### src/core/gpdc_pkg.sv
package gpdc_pkg;

    // command word codes, one bit at a time
    localparam logic [15:0] CMD_IDLE       = 16'h0000;
    localparam logic [15:0] CMD_PARAM_TAKE = 16'h0001;
    localparam logic [15:0] CMD_CLEAR_DIR  = 16'h0004;
    localparam logic [15:0] CMD_MOVE_OUTER = 16'h0100;
    localparam logic [15:0] CMD_MOVE_INNER = 16'h0200;
    localparam logic [15:0] CMD_FAULT_ACK  = 16'h8000;

    // travel mode codes
    localparam logic [7:0] MODE_OUTSIDE      = 8'h3c;
    localparam logic [7:0] MODE_OUTSIDE_HOLD = 8'h3f;
    localparam logic [7:0] MODE_INSIDE       = 8'h46;
    localparam logic [7:0] MODE_INSIDE_HOLD  = 8'h49;
    localparam logic [7:0] MODE_UNIVERSAL    = 8'h64;
    localparam logic [7:0] MODE_UNIV_HOLD    = 8'h67;

    // state flags word bit positions
    localparam int BIT_BOOT    = 6;
    localparam int BIT_OUTER   = 8;
    localparam int BIT_WINDOW  = 9;
    localparam int BIT_INNER   = 10;
    localparam int BIT_NOPOS   = 11;
    localparam int BIT_ACK     = 12;
    localparam int BIT_DIR_OUT = 13;
    localparam int BIT_DIR_IN  = 14;
    localparam int BIT_FAULT   = 15;

    // positions in hundredths of a millimetre
    localparam logic [15:0] OUTER_JAW_POS = 16'h0000;
    localparam logic [15:0] INNER_JAW_POS = 16'h07d0;
    localparam logic [15:0] EXPECT_MAX    = 16'h07d0;

    localparam logic [7:0] RECIPE_MAX = 8'h20;
    localparam logic [7:0] FORCE_MIN  = 8'h01;
    localparam logic [7:0] FORCE_MAX  = 8'h04;

    // post-grip current feed time
    localparam int HOLD_TIME_MS = 500;
    localparam int CLK_FREQ_KHZ = 50000;
    localparam int HOLD_CYCLES  = HOLD_TIME_MS * CLK_FREQ_KHZ;

    // code reported for a rejected parameter set
    localparam logic [15:0] DIAG_BAD_PARAM = 16'h0001;

    // window index into the position comparators
    localparam int WIN_OUTER  = 0;
    localparam int WIN_EXPECT = 1;
    localparam int WIN_INNER  = 2;
    localparam int WIN_COUNT  = 3;

    typedef struct packed {
        logic [7:0]  mode;
        logic [7:0]  recipe;
        logic [7:0]  tol;
        logic [7:0]  grip_force;
        logic [15:0] expect_pos;
    } gpdc_params_t;

    localparam gpdc_params_t PARAMS_RST = '{
        mode:       MODE_UNIVERSAL,
        recipe:     8'h00,
        tol:        8'h00,
        grip_force: FORCE_MIN,
        expect_pos: 16'h0000
    };

    typedef enum logic [1:0] {H_IDLE, H_LOAD, H_ACK} gpdc_hs_t;
    typedef enum logic [1:0] {M_IDLE, M_MOVE, M_HOLD, M_GRIPPED}
        gpdc_motion_t;

endpackage

### src/core/gpdc_pos_window.sv
`timescale 1ns/10ps
module gpdc_pos_window (
    input  wire logic [15:0] pos,
    input  wire logic [15:0] centre,
    input  wire logic [7:0]  tol,
    output logic             hit
);
    // 17-bit sums so the window never wraps below zero or above the top
    logic [16:0] pos_ext;
    logic [16:0] ctr_ext;
    logic [16:0] tol_ext;

    assign pos_ext = {1'b0, pos};
    assign ctr_ext = {1'b0, centre};
    assign tol_ext = {9'h000, tol};
    assign hit     = (pos_ext + tol_ext >= ctr_ext)
                   && (pos_ext <= ctr_ext + tol_ext);
endmodule

### src/core/gpdc_hold_timer.sv
`timescale 1ns/10ps
module gpdc_hold_timer #(
    parameter int CYCLES = 25000000
) (
    input  wire logic clk,
    input  wire logic resetn,
    input  wire logic start,
    input  wire logic abort,
    output logic      active,
    output logic      done
);
    localparam int CW = $clog2(CYCLES + 1);

    logic [CW-1:0] cnt_q;
    logic          active_q;
    logic          done_q;

    always_ff @(posedge clk) begin
        if (!resetn) begin
            cnt_q    <= '0;
            active_q <= 1'b0;
            done_q   <= 1'b0;
        end else begin
            done_q <= 1'b0;
            if (abort) begin
                active_q <= 1'b0;
            end else if (start) begin
                cnt_q    <= CW'(CYCLES - 1);
                active_q <= 1'b1;
            end else if (active_q) begin
                if (cnt_q == '0) begin
                    active_q <= 1'b0;
                    done_q   <= 1'b1;
                end else begin
                    cnt_q <= cnt_q - 1'b1;
                end
            end
        end
    end

    assign active = active_q;
    assign done   = done_q;
endmodule

### src/core/gpdc_process_data.sv
`timescale 1ns/10ps
// Functional notes
// - mode 63: outside gripping plus hold feed after inward grip.
// - mode 73: inside gripping plus hold feed after outward grip.
// - mode 103: universal, hold feed after grip in either direction.
// - mode 60: inward at force speed, outward at high speed.
// - mode 70: outward at force speed, inward at high speed.
// - mode 100: grip both ways, same speed both ways.
// - travel mode is 8 bits, valid codes 60, 63, 70, 73, 100, 103.
// - reduced variant accepts only modes 60, 70, 100.
// - lost workpiece: keep travelling to end, report a message.
// - recipe 0 uses cyclic values, 1 to 32 loads stored recipe.
// - tolerance in 0.01 mm, symmetric around expected position.
// - force level 1 to 4 sets gripping speed and current.
// - expected position up to 2000 centres the grip window.
// - bit 6 set once boot completes.
// - bits 8, 9, 10: outer, expected window, inner position.
// - bit 11 when at none of the known positions.
// - bit 12 once parameter set adopted after command 1.
// - bit 13 when last motion went toward outer position.
// - bit 14 when last motion went toward inner position.
// - bit 15 while a fault is active, code in diagnosis word.
// - command zero ends handshake, device drops bit 12.
// - command 0x8000 clears resettable faults and bit 15.
module gpdc_process_data #(
    parameter bit REDUCED_VARIANT = 1'b0,
    parameter int HOLD_CYCLES     = gpdc_pkg::HOLD_CYCLES
) (
    input  wire logic                   clk,
    input  wire logic                   resetn,
    input  wire logic [15:0]            command_word,
    input  wire logic [7:0]             travel_mode,
    input  wire logic [7:0]             recipe_number,
    input  wire logic [7:0]             tolerance_window,
    input  wire logic [7:0]             force_level,
    input  wire logic [15:0]            expected_position,
    input  wire gpdc_pkg::gpdc_params_t recipe_params,
    input  wire logic                   recipe_loaded,
    input  wire logic [15:0]            measured_jaw_pos,
    input  wire logic                   boot_complete,
    input  wire logic                   grip_contact,
    input  wire logic                   fault_event,
    input  wire logic [15:0]            fault_code,
    input  wire logic                   fault_resettable,
    output logic [15:0]                 state_flags_word,
    output logic [15:0]                 diagnosis_word,
    output logic                        recipe_load_req,
    output logic [7:0]                  recipe_load_index,
    output logic                        motor_run,
    output logic                        motor_toward_inner,
    output logic                        motor_high_speed,
    output logic [7:0]                  motor_force_level,
    output logic                        hold_feed_active,
    output logic                        workpiece_lost_msg
);
    gpdc_pkg::gpdc_params_t act_q;
    gpdc_pkg::gpdc_hs_t     hs_q;
    gpdc_pkg::gpdc_motion_t m_q;
    gpdc_pkg::gpdc_motion_t m_d;

    logic [15:0] cmd_prev_q;
    logic        grip_meta_q;
    logic        grip_s_q;
    logic        boot_q;
    logic        fault_q;
    logic        fault_rst_ok_q;
    logic [15:0] diag_q;
    logic        dir_inner_q;
    logic        flag_out_q;
    logic        flag_in_q;
    logic        lost_q;
    logic        load_req_q;
    logic [7:0]  load_idx_q;
    logic [15:0] status_q;
    logic        run_q;
    logic        high_q;
    localparam int WIN_N = gpdc_pkg::WIN_COUNT;

    logic [WIN_N-1:0] win;

    logic        cmd_new;
    logic        take_req;
    logic        cyclic_ok;
    logic        param_bad;
    logic        start_outer;
    logic        start_inner;
    logic        at_target;
    logic        hold_applies;
    logic        hold_start;
    logic        hold_abort;
    logic        hold_act;
    logic        hold_done;
    logic        fault_clear;
    logic        dir_nx;
    logic [15:0] centres [WIN_N];

    function automatic logic mode_ok(input logic [7:0] m);
        unique case (m)
            gpdc_pkg::MODE_OUTSIDE,
            gpdc_pkg::MODE_INSIDE,
            gpdc_pkg::MODE_UNIVERSAL:    mode_ok = 1'b1;
            gpdc_pkg::MODE_OUTSIDE_HOLD,
            gpdc_pkg::MODE_INSIDE_HOLD,
            gpdc_pkg::MODE_UNIV_HOLD:    mode_ok = !REDUCED_VARIANT;
            default:                     mode_ok = 1'b0;
        endcase
    endfunction

    // move, clear and fault commands act once, on the cycle the word changes; command 1 acts each cycle it is held in H_IDLE
    assign cmd_new     = command_word != cmd_prev_q;
    assign take_req    = hs_q == gpdc_pkg::H_IDLE
                       && command_word == gpdc_pkg::CMD_PARAM_TAKE;
    assign cyclic_ok   = mode_ok(travel_mode)
                       && force_level >= gpdc_pkg::FORCE_MIN
                       && force_level <= gpdc_pkg::FORCE_MAX
                       && expected_position <= gpdc_pkg::EXPECT_MAX;
    assign param_bad   = take_req && (recipe_number > gpdc_pkg::RECIPE_MAX
                       || (recipe_number == 8'h00 && !cyclic_ok));
    assign start_outer = cmd_new && !fault_q
                       && command_word == gpdc_pkg::CMD_MOVE_OUTER;
    assign start_inner = cmd_new && !fault_q
                       && command_word == gpdc_pkg::CMD_MOVE_INNER;
    assign fault_clear = cmd_new && fault_rst_ok_q
                       && command_word == gpdc_pkg::CMD_FAULT_ACK;

    always_ff @(posedge clk) begin
        if (!resetn) begin
            cmd_prev_q  <= gpdc_pkg::CMD_IDLE;
            grip_meta_q <= 1'b0;
            grip_s_q    <= 1'b0;
            boot_q      <= 1'b0;
        end else begin
            cmd_prev_q  <= command_word;
            grip_meta_q <= grip_contact;
            grip_s_q    <= grip_meta_q;
            if (boot_complete) begin
                boot_q <= 1'b1;
            end
        end
    end

    always_ff @(posedge clk) begin
        if (!resetn) begin
            hs_q       <= gpdc_pkg::H_IDLE;
            act_q      <= gpdc_pkg::PARAMS_RST;
            load_req_q <= 1'b0;
            load_idx_q <= 8'h00;
        end else begin
            load_req_q <= 1'b0;
            unique case (hs_q)
                gpdc_pkg::H_IDLE: begin
                    if (take_req && !param_bad) begin
                        if (recipe_number == 8'h00) begin
                            act_q <= '{mode: travel_mode,
                                       recipe: recipe_number,
                                       tol: tolerance_window,
                                       grip_force: force_level,
                                       expect_pos: expected_position};
                            hs_q  <= gpdc_pkg::H_ACK;
                        end else begin
                            load_req_q <= 1'b1;
                            load_idx_q <= recipe_number;
                            hs_q       <= gpdc_pkg::H_LOAD;
                        end
                    end
                end
                gpdc_pkg::H_LOAD: begin
                    if (recipe_loaded) begin
                        act_q <= recipe_params;
                        hs_q  <= gpdc_pkg::H_ACK;
                    end
                end
                gpdc_pkg::H_ACK: begin
                    if (command_word == gpdc_pkg::CMD_IDLE) begin
                        hs_q <= gpdc_pkg::H_IDLE;
                    end
                end
                default: hs_q <= gpdc_pkg::H_IDLE;
            endcase
        end
    end

    // fault latch, a new fault wins over the acknowledge
    always_ff @(posedge clk) begin
        if (!resetn) begin
            fault_q        <= 1'b0;
            fault_rst_ok_q <= 1'b0;
            diag_q         <= 16'h0000;
        end else if (fault_event || param_bad) begin
            fault_q        <= 1'b1;
            fault_rst_ok_q <= param_bad || fault_resettable;
            diag_q         <= fault_event ? fault_code
                                          : gpdc_pkg::DIAG_BAD_PARAM;
        end else if (fault_clear) begin
            fault_q        <= 1'b0;
            fault_rst_ok_q <= 1'b0;
            diag_q         <= 16'h0000;
        end
    end

    assign centres[gpdc_pkg::WIN_OUTER]  = gpdc_pkg::OUTER_JAW_POS;
    assign centres[gpdc_pkg::WIN_EXPECT] = act_q.expect_pos;
    assign centres[gpdc_pkg::WIN_INNER]  = gpdc_pkg::INNER_JAW_POS;

    for (genvar i = 0; i < WIN_N; i++) begin : g_win
        gpdc_pos_window u_win (
            .pos    (measured_jaw_pos),
            .centre (centres[i]),
            .tol    (act_q.tol),
            .hit    (win[i])
        );
    end

    assign at_target = dir_inner_q ? win[gpdc_pkg::WIN_INNER]
                                   : win[gpdc_pkg::WIN_OUTER];

    // direction taken this cycle, so speed never lags a new move
    assign dir_nx = start_inner || (dir_inner_q && !start_outer);

    // hold feed, never on reduced variant
    assign hold_applies = !REDUCED_VARIANT && (
        (act_q.mode == gpdc_pkg::MODE_OUTSIDE_HOLD && dir_inner_q)
        || (act_q.mode == gpdc_pkg::MODE_INSIDE_HOLD && !dir_inner_q)
        || act_q.mode == gpdc_pkg::MODE_UNIV_HOLD);

    always_comb begin
        m_d = m_q;
        unique case (m_q)
            gpdc_pkg::M_IDLE, gpdc_pkg::M_GRIPPED: begin
                if (start_outer || start_inner) begin
                    m_d = gpdc_pkg::M_MOVE;
                end else if (m_q == gpdc_pkg::M_GRIPPED && !grip_s_q) begin
                    m_d = gpdc_pkg::M_MOVE;
                end
            end
            gpdc_pkg::M_MOVE: begin
                if (fault_q || at_target) begin
                    m_d = gpdc_pkg::M_IDLE;
                end else if (grip_s_q) begin
                    m_d = hold_applies ? gpdc_pkg::M_HOLD
                                       : gpdc_pkg::M_GRIPPED;
                end
            end
            gpdc_pkg::M_HOLD: begin
                if (fault_q) begin
                    m_d = gpdc_pkg::M_IDLE;
                end else if (!grip_s_q) begin
                    m_d = gpdc_pkg::M_MOVE;
                end else if (hold_done) begin
                    m_d = gpdc_pkg::M_GRIPPED;
                end
            end
            default: m_d = gpdc_pkg::M_IDLE;
        endcase
    end

    assign hold_start = m_q == gpdc_pkg::M_MOVE && m_d == gpdc_pkg::M_HOLD;
    assign hold_abort = m_q == gpdc_pkg::M_HOLD && m_d != gpdc_pkg::M_HOLD
                      && !hold_done;

    gpdc_hold_timer #(
        .CYCLES (HOLD_CYCLES)
    ) u_hold (
        .clk    (clk),
        .resetn (resetn),
        .start  (hold_start),
        .abort  (hold_abort),
        .active (hold_act),
        .done   (hold_done)
    );

    always_ff @(posedge clk) begin
        if (!resetn) begin
            m_q         <= gpdc_pkg::M_IDLE;
            dir_inner_q <= 1'b0;
            lost_q      <= 1'b0;
            run_q       <= 1'b0;
            high_q      <= 1'b0;
        end else begin
            m_q   <= m_d;
            run_q <= m_d == gpdc_pkg::M_MOVE || m_d == gpdc_pkg::M_HOLD;
            if (start_inner) begin
                dir_inner_q <= 1'b1;
            end else if (start_outer) begin
                dir_inner_q <= 1'b0;
            end
            // loss reported, travel continues to the end
            if (start_outer || start_inner) begin
                lost_q <= 1'b0;
            end else if ((m_q == gpdc_pkg::M_GRIPPED
                          || m_q == gpdc_pkg::M_HOLD) && !grip_s_q) begin
                lost_q <= 1'b1;
            end
            // speed choice; universal uses force speed both ways
            unique case (act_q.mode)
                gpdc_pkg::MODE_OUTSIDE,
                gpdc_pkg::MODE_OUTSIDE_HOLD: high_q <= !dir_nx;
                gpdc_pkg::MODE_INSIDE,
                gpdc_pkg::MODE_INSIDE_HOLD:  high_q <= dir_nx;
                default:                     high_q <= 1'b0;
            endcase
        end
    end

    // direction flags, cleared on request for a repeat move
    always_ff @(posedge clk) begin
        if (!resetn) begin
            flag_out_q <= 1'b0;
            flag_in_q  <= 1'b0;
        end else if (start_outer || start_inner) begin
            flag_out_q <= start_outer;
            flag_in_q  <= start_inner;
        end else if (cmd_new && command_word == gpdc_pkg::CMD_CLEAR_DIR) begin
            flag_out_q <= 1'b0;
            flag_in_q  <= 1'b0;
        end
    end

    always_ff @(posedge clk) begin
        if (!resetn) begin
            status_q <= 16'h0000;
        end else begin
            status_q <= 16'h0000;
            status_q[gpdc_pkg::BIT_BOOT]    <= boot_q;
            status_q[gpdc_pkg::BIT_OUTER]   <= win[gpdc_pkg::WIN_OUTER];
            status_q[gpdc_pkg::BIT_WINDOW]  <= !win[gpdc_pkg::WIN_OUTER]
                                             && win[gpdc_pkg::WIN_EXPECT];
            status_q[gpdc_pkg::BIT_INNER]   <= !win[gpdc_pkg::WIN_OUTER]
                                             && !win[gpdc_pkg::WIN_EXPECT]
                                             && win[gpdc_pkg::WIN_INNER];
            status_q[gpdc_pkg::BIT_NOPOS]   <= win == '0;
            status_q[gpdc_pkg::BIT_ACK]     <= hs_q == gpdc_pkg::H_ACK;
            status_q[gpdc_pkg::BIT_DIR_OUT] <= flag_out_q;
            status_q[gpdc_pkg::BIT_DIR_IN]  <= flag_in_q;
            status_q[gpdc_pkg::BIT_FAULT]   <= fault_q;
        end
    end

    assign state_flags_word   = status_q;
    assign diagnosis_word     = diag_q;
    assign recipe_load_req    = load_req_q;
    assign recipe_load_index  = load_idx_q;
    assign motor_run          = run_q;
    assign motor_toward_inner = dir_inner_q;
    assign motor_high_speed   = high_q;
    assign motor_force_level  = act_q.grip_force;
    assign hold_feed_active   = hold_act;
    assign workpiece_lost_msg = lost_q;
endmodule

### config.mk
export PLATFORM = sky130hd
export DESIGN_NAME = gpdc_process_data
export DESIGN_NICKNAME = d
export VERILOG_FILES = /design/src/core/gpdc_pkg.sv /design/src/core/gpdc_pos_window.sv /design/src/core/gpdc_hold_timer.sv /design/src/core/gpdc_process_data.sv
export SDC_FILE = /design/constraint.sdc
export NUM_CORES = 1
export LEC_CHECK = 0
export BUFFER_PORTS_ARGS = -buffer_cell sky130_fd_sc_hd__buf_2
export CAP_MARGIN = 40
export CORE_MARGIN = 4
export CORE_UTILIZATION = 55
export DETAILED_ROUTE_END_ITERATION = 10
export HOLD_SLACK_MARGIN = 0.03
export PLACE_DENSITY_LB_ADDON = 0.05
export SLEW_MARGIN = 40
export SYNTH_ARGS = -nofsm -noshare
export SYNTH_HDL_FRONTEND = slang
export SYNTH_SLANG_ARGS = --single-unit
### constraint.sdc
create_clock -name clk -period 5.49 [get_ports clk]
set_input_delay 1.098 -clock clk [delete_from_list [all_inputs] [get_ports clk]]
set_output_delay 1.098 -clock clk [all_outputs]
set_load 0.02 [all_outputs]
* Yosys cells after proc, flatten, opt, wreduce, memory -nomap -nowiden
Index checks and enable logic that the tools add are counted.
** Storage, ports and cells
- Input bits :: 151
- Register bits :: 139
** Operators by class
- $lt $le $gt $ge :: 10
- Add/subtract/negate cells :: 4
- Reduce and logical (&&, ||, !) cells :: 70
- Muxes and demuxes :: 40
- Eq/ne operators :: 30
- Bitwise operators :: 4
** Operator list (count)
- 2-to-1 mux 48 bit :: 3
- one-hot mux 48 bit (2 select lines) :: 1
- 2-to-1 mux 25 bit :: 3
- == test 8 x 7 -> 1 bit (second input constant) :: 7
- 2-to-1 mux 16 bit :: 3
- adder 16 x 8 -> 17 bit :: 2
- <= comparator 16 x 17 -> 1 bit :: 2
- == test 8 x 6 -> 1 bit (second input constant) :: 4
- logical AND 1 bit :: 27
- zero test 25 bit :: 1
- subtractor 25 x 1 -> 25 bit (second input constant) :: 1
- 2-to-1 mux 2 bit :: 11
- greater-or-equal comparator 17 x 1 -> 1 bit (second input constant) :: 1
- greater-or-equal comparator 17 x 11 -> 1 bit (second input constant) :: 1
- greater-or-equal comparator 17 x 16 -> 1 bit :: 1
- == test 16 x 1 -> 1 bit (second input constant) :: 1
- == test 16 x 10 -> 1 bit (second input constant) :: 1
- == test 16 bit (second input constant) :: 1
- == test 16 x 3 -> 1 bit (second input constant) :: 1
- == test 16 x 9 -> 1 bit (second input constant) :: 1
- <= comparator 16 x 11 -> 1 bit (second input constant) :: 1
- <= comparator 16 x 8 -> 1 bit :: 1
- zero test 16 bit :: 1
- 2-to-1 mux 1 bit :: 16
- other kinds (23) :: 66

* Logic depth before layout (Yosys ltp)
Gate-level depths: netlist (run 1).
- Word-level depth :: 14
- Gate-level depth with buffers :: 20
- Depth with buffers taken out :: 19

* Hierarchy
Synthesis (run 1) repeated with hierarchy kept, for this count alone.
** Unflattened totals
- Cells, all modules :: 1485
- Area total of the unflattened synthesis :: 12279.3 µm²
** By module, submodules not included
- gpdc_process_data :: area each 5301.3 µm², cells each 572, seq. area each 2102.0 µm², instances 1
- gpdc_pos_window at g_win[2].u_win :: area each 1876.8 µm², cells each 251, seq. area each 0.0 µm², instances 1
- gpdc_pos_window at g_win[0].u_win :: area each 1833.0 µm², cells each 246, seq. area each 0.0 µm², instances 1
- gpdc_pos_window at g_win[1].u_win :: area each 1833.0 µm², cells each 251, seq. area each 0.0 µm², instances 1
- gpdc_hold_timer :: area each 1435.1 µm², cells each 165, seq. area each 540.5 µm², instances 1

* Worst setup path after synthesis (run 1)
Ideal clock, no wire load.
- Path type :: in2reg
- From :: input measured_jaw_pos[0]
- To :: register u_hold.cnt_q[16]
- Arrival :: 4.908 ns
- Library setup time :: 0.076 ns
- Data required time :: 5.414 ns
- Stages :: 19
- Path buffers :: 0
- Setup slack :: 0.506 ns
- Path through :: ha_1 -> inv_1 -> fa_1 -> nor2_1 -> o221ai_1 -> o211ai_1 -> nor4b_1 -> a211oi_1 -> a211oi_1 -> o21bai_1 -> a21oi_1 -> ha_1 -> o31ai_1 -> a31oi_4 -> o21ai_2 -> nor3_2 -> nand3_2 -> or4_1 -> a31oi_1
** On the way
- Longest elaborated chain between the ends :: 12
** Ends and longest elaborated chain
- start, declared :: RTL line gpdc_process_data.sv:39 : input wire logic [15:0] measured_jaw_pos,
- adder 16 x 8 -> 17 bit :: RTL line gpdc_pos_window.sv:16 : assign hit = (pos_ext + tol_ext >= ctr_ext)
- greater-or-equal comparator 17 x 1 -> 1 bit or greater-or-equal comparator 17 x 11 -> 1 bit (tied branches) :: RTL line gpdc_pos_window.sv:16
- logical AND 1 bit :: RTL line gpdc_pos_window.sv:17 : && (pos_ext <= ctr_ext + tol_ext);
- 2-to-1 mux 1 bit * :: RTL line gpdc_process_data.sv:214 : assign at_target = dir_inner_q ? win[gpdc_pkg::WIN_INNER]
- logical OR 1 bit * :: RTL line gpdc_process_data.sv:237 : if (fault_q || at_target) begin
- 2-to-1 mux 2 bit * :: RTL line gpdc_process_data.sv:237
- one-hot mux 2 bit (3 select lines) * :: RTL line gpdc_process_data.sv:228 : unique case (m_q)
- net m_d[1] :: RTL line gpdc_process_data.sv:59 : gpdc_pkg::gpdc_motion_t m_d;
- branches (longest 5 deep; another with AND reduction 3 bit)
- end signal, assigned :: RTL line gpdc_hold_timer.sv:28 : cnt_q <= CW'(CYCLES - 1);
- end signal, assigned :: RTL line gpdc_hold_timer.sv:35 : cnt_q <= cnt_q - 1'b1;
- end, declared :: RTL line gpdc_hold_timer.sv:14 : logic [CW-1:0] cnt_q;
Mark *: on every way through the listed nets, which the timed path passes.
A chain may end at the register's enable or synchronous reset.

* Worst setup path after layout (run 1)
- From :: input measured_jaw_pos[4]
- To :: register u_hold.cnt_q[11]
The elaborated chain is that of the path after synthesis.

==> results.txt, run 1 <==
The first global-routing pass estimated 34300 um of wire. The pre-CTS worst setup slack is 17.3 ps. The wire length after detailed routing came out at 21200 um. The proportion of synthesized flip-flops having asynchronous set or reset came out at 0.

The flow ran to the end, and the final reports show no timing, DRC or antenna violations. The worst hold slack after final layout is 438 ps. The TritonCTS buffer count is 17. The number of iterations in the first detailed-routing pass came out at 4. The combinational power share is 0.125. The post-synthesis share of cell area spent on full adders, half adders and majority gates came out at 0.105. The maximum fanout along the worst path came out at 11. The number of global-route vias before repair is 7092.

The power spent charging and discharging nets is 0.616 mW. The max-capacitance violation count is 0. The sequential cell area is 2640 um2.

The transition at the pin with the smallest max-transition slack is 830 ps. After global routing the overflow that remains totals 0. The reg2reg setup slack came out at 720 ps. The critical path is of the input port to register type. The combined area of the multi-input logic cells is 5490 um2. The largest buffer count on any clock path is 2.

The startpoint class of the critical path is an input port. The data required time of the critical path came out at 5770 ps. The synthesized-area fraction occupied by xor and xnor cells came out at 0.0652.

The number of buffers added on ports is 189. The number of inserted diodes came out at 0. In the synthesized netlist the dominant register cell turns out to be dfxtp_1. Measured along the x axis, the die boundary spans 133 um. The number of distinct library cell variants in the gate-level netlist after synthesis is 80.

The setup fix buffers added after clock tree synthesis is 0. TritonCTS built the clock tree. The initial antenna violation count came out at 0.

CTS placed an instance of clkbuf_16 at the clock tree root. The total leakage power came out at 4.22 nW. The number of warnings reported in the yosys synthesis log is 0. Of the available clock period, the critical path in the final layout requires 0.923. The area of the die came out at 17700 um2. The top cell type's share of synthesized area came out at 0.308.

The internal power came out at 1.83 mW. The clock latency on the worst-skew pair came out at 420 ps. In the global route stage, overall resource usage came out at 0.235.

The flip-flop and latch count after synthesis came out at 132. The timing-limited maximum frequency is 0.197 GHz. In this run the critical register-to-register path is launched from act_q[28]. The max-slew violation count is 0.

The final setup violation count came out at 0. The destination of the worst register-to-register timing path is u_hold.cnt_q[11]. The path with the worst hold slack has its endpoint at grip_s_q. The starting DRC count in detailed routing is 377. The floorplan has 45 rows. The portion of synthesized area spent on multiplexers is 0.0549. In this run the remaining antenna-violating nets after routing total 0.

The routability congestion estimate came out at 0.892. The largest total area in the synthesized netlist belongs to dfxtp_1. For this configuration, the core starts out at a cell density of 0.563. The arrival time at the worst endpoint is 5350 ps. By instance count, the leading cell after synthesis is dfxtp_1. The clock network fraction of design power is 0.467. The region available for standard cell placement spans 15300 um2. The startpoint identified for the worst hold timing path is grip_meta_q.

The clock sink count came out at 132. The DRC violation count after routing is 0. The minimum period implied by the final worst setup slack is 5070 ps.

The worst hold path cell count is 1. The part of the Yosys area used for sequential elements is 0.308. From bottom edge to top edge, the die measures 133 um. The ratio of total power to cell area came out at 238 nW/um2.

Across the routed clock network, the largest skew measured is 10.6 ps. The kind of capture point of the worst setup path is a register. The post-synthesis to final-layout area growth is 19.3%. The register clock-pin slew on the reported worst setup and hold paths came out at 60 ps. The final layout net count is 1372. The cell count after synthesis is 974. The number of enable flip-flop cells after synthesis is 0. The routed via count divided by cell count came out at 5.50. The worst hold path belongs to the class register to register. The number of gates resized after CTS is 0. The worst path meets setup with 423 ps of slack. The largest family of logic cells by synthesized area is simple AND/OR/NAND/NOR gates.

Setup repair after global routing left no endpoint under its margin. The synthesized-area fraction occupied by and/or/nand/nor cells came out at 0.215. After synthesis, the cell types taking the most area are dfxtp_1 31%, ha_1 10%, mux2i_1 5.4%, a211oi_2 5.2%, nor2_1 4.9%.

The half-perimeter wire length after detailed placement came out at 16400 um. The via total after detailed routing is 7556. The maximum vdd drop is 209 uV. Fill cells in the final layout number 1336. Sorting the synthesized cells by how often they occur yields 132 x dfxtp_1, 112 x nor2_1, 69 x ha_1. The number of buffers inserted for hold repair after clock tree synthesis is 0. The pin count of the biggest net entering global routing came out at 47. The final hold violation count is 0.

The switching share of power is 0.252. The average cell area after synthesis came out at 8.82 um2. The depth of the most critical reg-to-reg path came out at 18. The proportion of layout cells with a drive suffix above 1 is 0.256. The complex-gate fraction of the synthesized area is 0.194. The share of total power dissipated in sequential elements is 0.408. The cell area after synthesis is 8590 um2. Setup total negative slack on the finished layout was measured at 0 ps. The routed wire length per instance is 15.4 um. 205 I/O pins were placed. Headroom to the max-slew limit came out at 0.444. The number of levels in the clock H-tree came out at 4.
## worst max path at each step
| stage | endpoint | slack, ps | cells past startpoint | from |
|---|---|---|---|---|
| floorplan | u_hold.cnt_q[16] | 510 | 19 | measured_jaw_pos[0] |
| global placement | u_hold.cnt_q[11] | 120 | 18 | measured_jaw_pos[4] |
| detailed placement | u_hold.cnt_q[16] | 20 | 20 | measured_jaw_pos[0] |
| CTS | u_hold.cnt_q[16] | 450 | 20 | measured_jaw_pos[0] |
| global route | u_hold.cnt_q[16] | 20 | 20 | measured_jaw_pos[0] |
| finish | u_hold.cnt_q[11] | 420 | 18 | measured_jaw_pos[4] |
## critical path, stage by stage
cell and delay (ps):
buf_2 120, ha_1 370, nor3_1 250, o21ai_0 240, a211o_1 340, a211oi_1 310, o2111ai_1 180, a211oi_1 340
o21bai_1 180, a21oi_1 200, ha_1 210, o31ai_1 130, a31oi_4 260, o21ai_4 80, or3_1 500, nor4_1 290
xnor2_1 160, a21oi_1 80
## power groups by stage
stage / combinational [mW] / sequential [mW] / clock (mW)
floorplan: 0.171 / 1.03 / 0
global placement: 0.300 / 1.02 / 0
detailed placement: 0.304 / 1.02 / 0
CTS: 0.307 / 0.996 / 1.16
global route: 0.340 / 0.998 / 1.20
finish: 0.306 / 0.996 / 1.14
## cell families after synthesis
| kind of cell | count (synthesis) |
|---|---|
| buffers and inverters | 101 |
| muxes | 47 |
| other | 1 |
| adders and majority gates | 71 |
| AOI/OAI and AO/OA | 211 |
| DFF | 132 |
| xor gates and xnor gates | 64 |
| and+or+nand+nor | 347 |
## registers in the layout (all words and copies together) (netlist names), 2 cells and up
name / flops
m_q: 2
diagnosis_word: 16
u_hold.cnt_q: 25
motor_force_level: 8
hs_q: 2
cmd_prev_q: 16
recipe_load_index: 8
act_q: 32
state_flags_word: 9
## area by class of cell
type,count,area share
inverters,46,0.0170
repair buffers,206,0.106
flip-flops and latches,132,0.258
clock inverters,12,0.0154
multi-input cells,747,0.536
clock buffers,19,0.0422
well taps,211,0.0258
## metal layers
| layer | global-route usage | part of all wire | wire [um] |
|---|---|---|---|
| met5 | 0 | 0 | 0 |
| met4 | 0.0716 | 0.013 | 278 |
| met3 | 0.0456 | 0.053 | 1130 |
| met2 | 0.362 | 0.44 | 9390 |
| met1 | 0.333 | 0.49 | 10400 |
## cell usage in the layout (no fill, tap or decap), types with 7 or more instances in the layout
cell and n:
nand2b_1 8, a211oi_2 36, o21ai_0 23, xor2_1 21, and2_1 26, a21oi_1 53, xnor2_1 43, ha_1 69
nand3_1 18, nand4_1 16, inv_1 45, conb_1 7, nor4_1 9, mux2i_1 46, a21o_1 10, a211oi_1 12
nand2_1 53, o211ai_1 7, nor2_1 112, buf_4 16, nor2b_1 19, a22o_1 17, nor3_1 28, buf_2 189
clkbuf_16 17, a31oi_1 12, dfxtp_1 132
## through the flow
step | cells | cell area (um2) | power [mW] | utilization
3_5_place_dp | 1342 | 9660 | 1.32 | 0.633
5_1_grt | 1373 | 10200 | 2.54 | 0.672
6_report | 1373 | 10200 | 2.44 | 0.672
4_1_cts | 1373 | 10200 | 2.46 | 0.672
2_1_floorplan | 980 | 8610 | 1.20 | -
3_3_place_gp | 1341 | 9640 | 1.32 | 0.632
Note: power is estimated with default switching activity, not from simulation.
==> run 2, diff against run 1 <==
REMOVE_ABC_BUFFERS = 1   (was unset)
clock period = 5 ns   (was 5.49 ns; I/O delays follow)
==> results.txt, run 2 (synthesized netlist as in run 1, its figures left out) <==
Outcome: finished clean (unchanged). The clock root buffer is clkbuf_16 (unchanged). The final design area excluding fillers is 10600 um2 (was 10200 um2).

The detailed-routed wire length on met3 is 1540 um (was 1130 um). Unrepaired setup endpoints after global routing: no (unchanged). The routed via count divided by cell count came out at 5.45 (was 5.50). The routed wire length per instance is 15.9 um (was 15.4 um).

The number of flip-flops under the largest register name is 32 (unchanged). The effective utilization at floorplan is 0.563 (unchanged). The timing-limited maximum frequency came out at 0.214 GHz. The maximum vdd drop was 238 uV (was 209 uV). The total leakage power came to 4.42 nW (was 4.22 nW). The worst hold path cell count is 1 (unchanged).

The initial antenna violation count came out at 1 (was 0). The reg2reg setup slack is 460 ps (was 720 ps). The ratio of total power to cell area came to 255 nW/um2 (was 238 nW/um2).

The final total negative setup slack came out at 0 ps (unchanged). The area of the core was 15300 um2 (unchanged). Worst path cell trace: buf_2 -> ha_1 -> nor2b_1 -> o21ai_0 -> buf_4 -> nand2_1 -> a311o_1 -> o2111a_1 -> a211oi_1 -> buf_4 -> o21bai_1 -> a21oi_1 -> ha_1 -> o31ai_2 -> a31oi_4 -> o21ai_4 -> or3_1 -> buf_4 -> nor4_1 -> xnor2_1 -> a21oi_1 (was buf_2 -> ha_1 -> nor3_1 -> o21ai_0 -> a211o_1 -> a211oi_1 -> o2111ai_1 -> a211oi_1 -> o21bai_1 -> a21oi_1 -> ha_1 -> o31ai_1 -> a31oi_4 -> o21ai_4 -> or3_1 -> nor4_1 -> xnor2_1 -> a21oi_1). The total met2 wirelength after detailed routing came to 10200 um (was 9390 um). The DRC violation count after routing came out at 0 (unchanged). The proportion of layout cells with a drive suffix above 1 was 0.290 (was 0.256). Dividing the final minimum period by the clock period gives 0.936. The critical path class is input port to register (unchanged). The global-route wire length before repair is 36400 um (was 34300 um). The clock network fraction of design power came out at 0.461 (was 0.467). The transition at the pin with the smallest max-transition slack came out at 766 ps (was 830 ps). The depth of the most critical reg-to-reg path was 21 (was 18). The internal power is 1.99 mW (was 1.83 mW). The pin count of the biggest net entering global routing is 81 (was 47). The via total after detailed routing was 7735 (was 7556).

Commonest cells after routing, fill and taps aside: 189 x buf_2, 132 x dfxtp_1, 111 x nor2_1 (was 189 x buf_2, 132 x dfxtp_1, 112 x nor2_1). The power share of the sequential group is 0.404 (was 0.408). The type of the most critical hold path was register to register (unchanged).

The wire length after detailed routing came out at 22500 um (was 21200 um). The overflow left after global routing is 0 (unchanged). The critical path's most frequent cell is buf_4.

The CTS tree is built (unchanged). The delay of the slowest cell on the worst path came out at 370 ps (was 500 ps). The power spent charging and discharging nets is 0.714 mW (was 0.616 mW).

The kind of capture point of the worst setup path is a register (unchanged). The total I/O pin count is 205 (unchanged). The combinational power share is 0.134 (was 0.125). The largest buffer count on any clock path is 2 (unchanged).

The clock latency on the worst-skew pair is 420 ps (about the same). The routed metal-1 wire length is 10400 um (about the same). The uppermost metal layer occupied by signal nets is met5 (was met4). The startpoint class of the critical path was an input port (unchanged). The starting DRC count in detailed routing was 495 (was 377). The number of inserted diodes is 0 (unchanged).

The area of the die is 17700 um2 (unchanged). The arrival time at the worst endpoint was 4950 ps (was 5350 ps). The data required time of the critical path is 5270 ps (was 5770 ps). The cell row count was 45 (unchanged).

The slowest cell on the critical path is a311o_1 (was or3_1). The final layout net count is 1416 (was 1372). The number of iterations in the first detailed-routing pass is 5 (was 4). The switching share of power is 0.264 (was 0.252). The leading cell type in the layout, fill and taps excluded was buf_2 (unchanged).

The half-perimeter wire length after detailed placement is 17600 um (was 16400 um). The worst relative slew slack came out at 0.489 (was 0.444). The clock tree skew after final layout came out at 10.3 ps (was 10.6 ps).

The routability congestion estimate came out at 0.891 (was 0.892). The cell area after placement came out at 9980 um2 (was 9660 um2). The number of buffers added on ports is 189 (unchanged). The register with the highest flop count is act_q (unchanged). The maximum fanout along the worst path came out at 4 (was 11). The all-layer global routing usage was 0.251 (was 0.235).

The number of global-route vias before repair is 7454 (was 7092). The post-synthesis to final-layout area growth came out at 23.5% (was 19.3%). The worst path in the final design needs a cycle of 4680 ps, including I/O delays and setup. The number of levels in the clock H-tree came out at 4 (unchanged). The final hold violation count is 0 (unchanged). The register clock-pin slew on the reported worst setup and hold paths came to 60 ps (about the same). The final setup violation count is 0 (unchanged). The die width came to 133 um (unchanged). The height of the die came out at 133 um (unchanged). The max-slew violation count came to 0 (unchanged). The clock sink count is 132 (unchanged). The remaining antenna violation count is 0 (unchanged). Largest registers: act_q: 32 flops, u_hold.cnt_q: 25 flops (unchanged). The TritonCTS buffer count came out at 17 (unchanged). The max-capacitance violation count came out at 0 (unchanged).
## run 2: changes by cell type in the layout (fill, tap and decap cells not counted), sizes merged
cell,change
bufinv,-1
clkbuf,-2
clkinv,-4
buf,+44
inv,+5
clkinvlp,+3
## run 2: final cells by class
class	instances	area [um2]
clock inverter	15	171
clock buffer	17	425
fill	1311	4640
inverter	46	174
multi-input combinational	747	5520
timing repair buffer	250	1420
sequential	132	2640
tap	211	264
## run 2: critical path: cells and delay by family
family	cells	cell delay, ps
buffers and inverters	4	660
AOI/OAI and AO/OA	10	1850
xor gates and xnor gates	1	160
and+or+nand+nor	4	760
adders and majority gates	2	520
## run 2: routing by layer
layer	global-route usage	up-vias
met5	0	-
met4	0.0647	2
met3	0.0669	24
met2	0.405	213
met1	0.335	3548
li1	-	3948
## run 2: final timing paths
path	from	end
setup / recovery	measured_jaw_pos[1]	u_hold.cnt_q[11]
hold reg to reg	grip_meta_q	grip_s_q
setup reg to reg	act_q[25]	u_hold.cnt_q[11]
hold / removal	grip_meta_q	grip_s_q
## run 2: power by group through the flow
stage	sequential, mW	combinational [mW]	clock [mW]
global placement	1.12	0.355	0
global route	1.10	0.401	1.31
detailed placement	1.12	0.360	0
finish	1.09	0.362	1.25
floorplan	1.13	0.174	0
CTS	1.09	0.363	1.26
## run 2: repair_timing
action / CTS / global route
endpoints found under the hold margin: 0 / 0
hold buffers: 0 / 0
endpoints found under the setup margin: 0 / 17
gates resized for setup: 0 / 5
setup buffers: 0 / 1
## run 2: metrics by stage
stage	power (mW)	utilization	instances	hold slack (ps)	worst slack, ps
finish	2.70	0.696	1418	438	322
global route	2.81	0.696	1418	458	10.6
CTS	2.72	0.693	1417	443	157
detailed placement	1.48	0.654	1385	427	-280
global placement	1.47	0.654	1384	422	-213
floorplan	1.30	-	925	412	-658
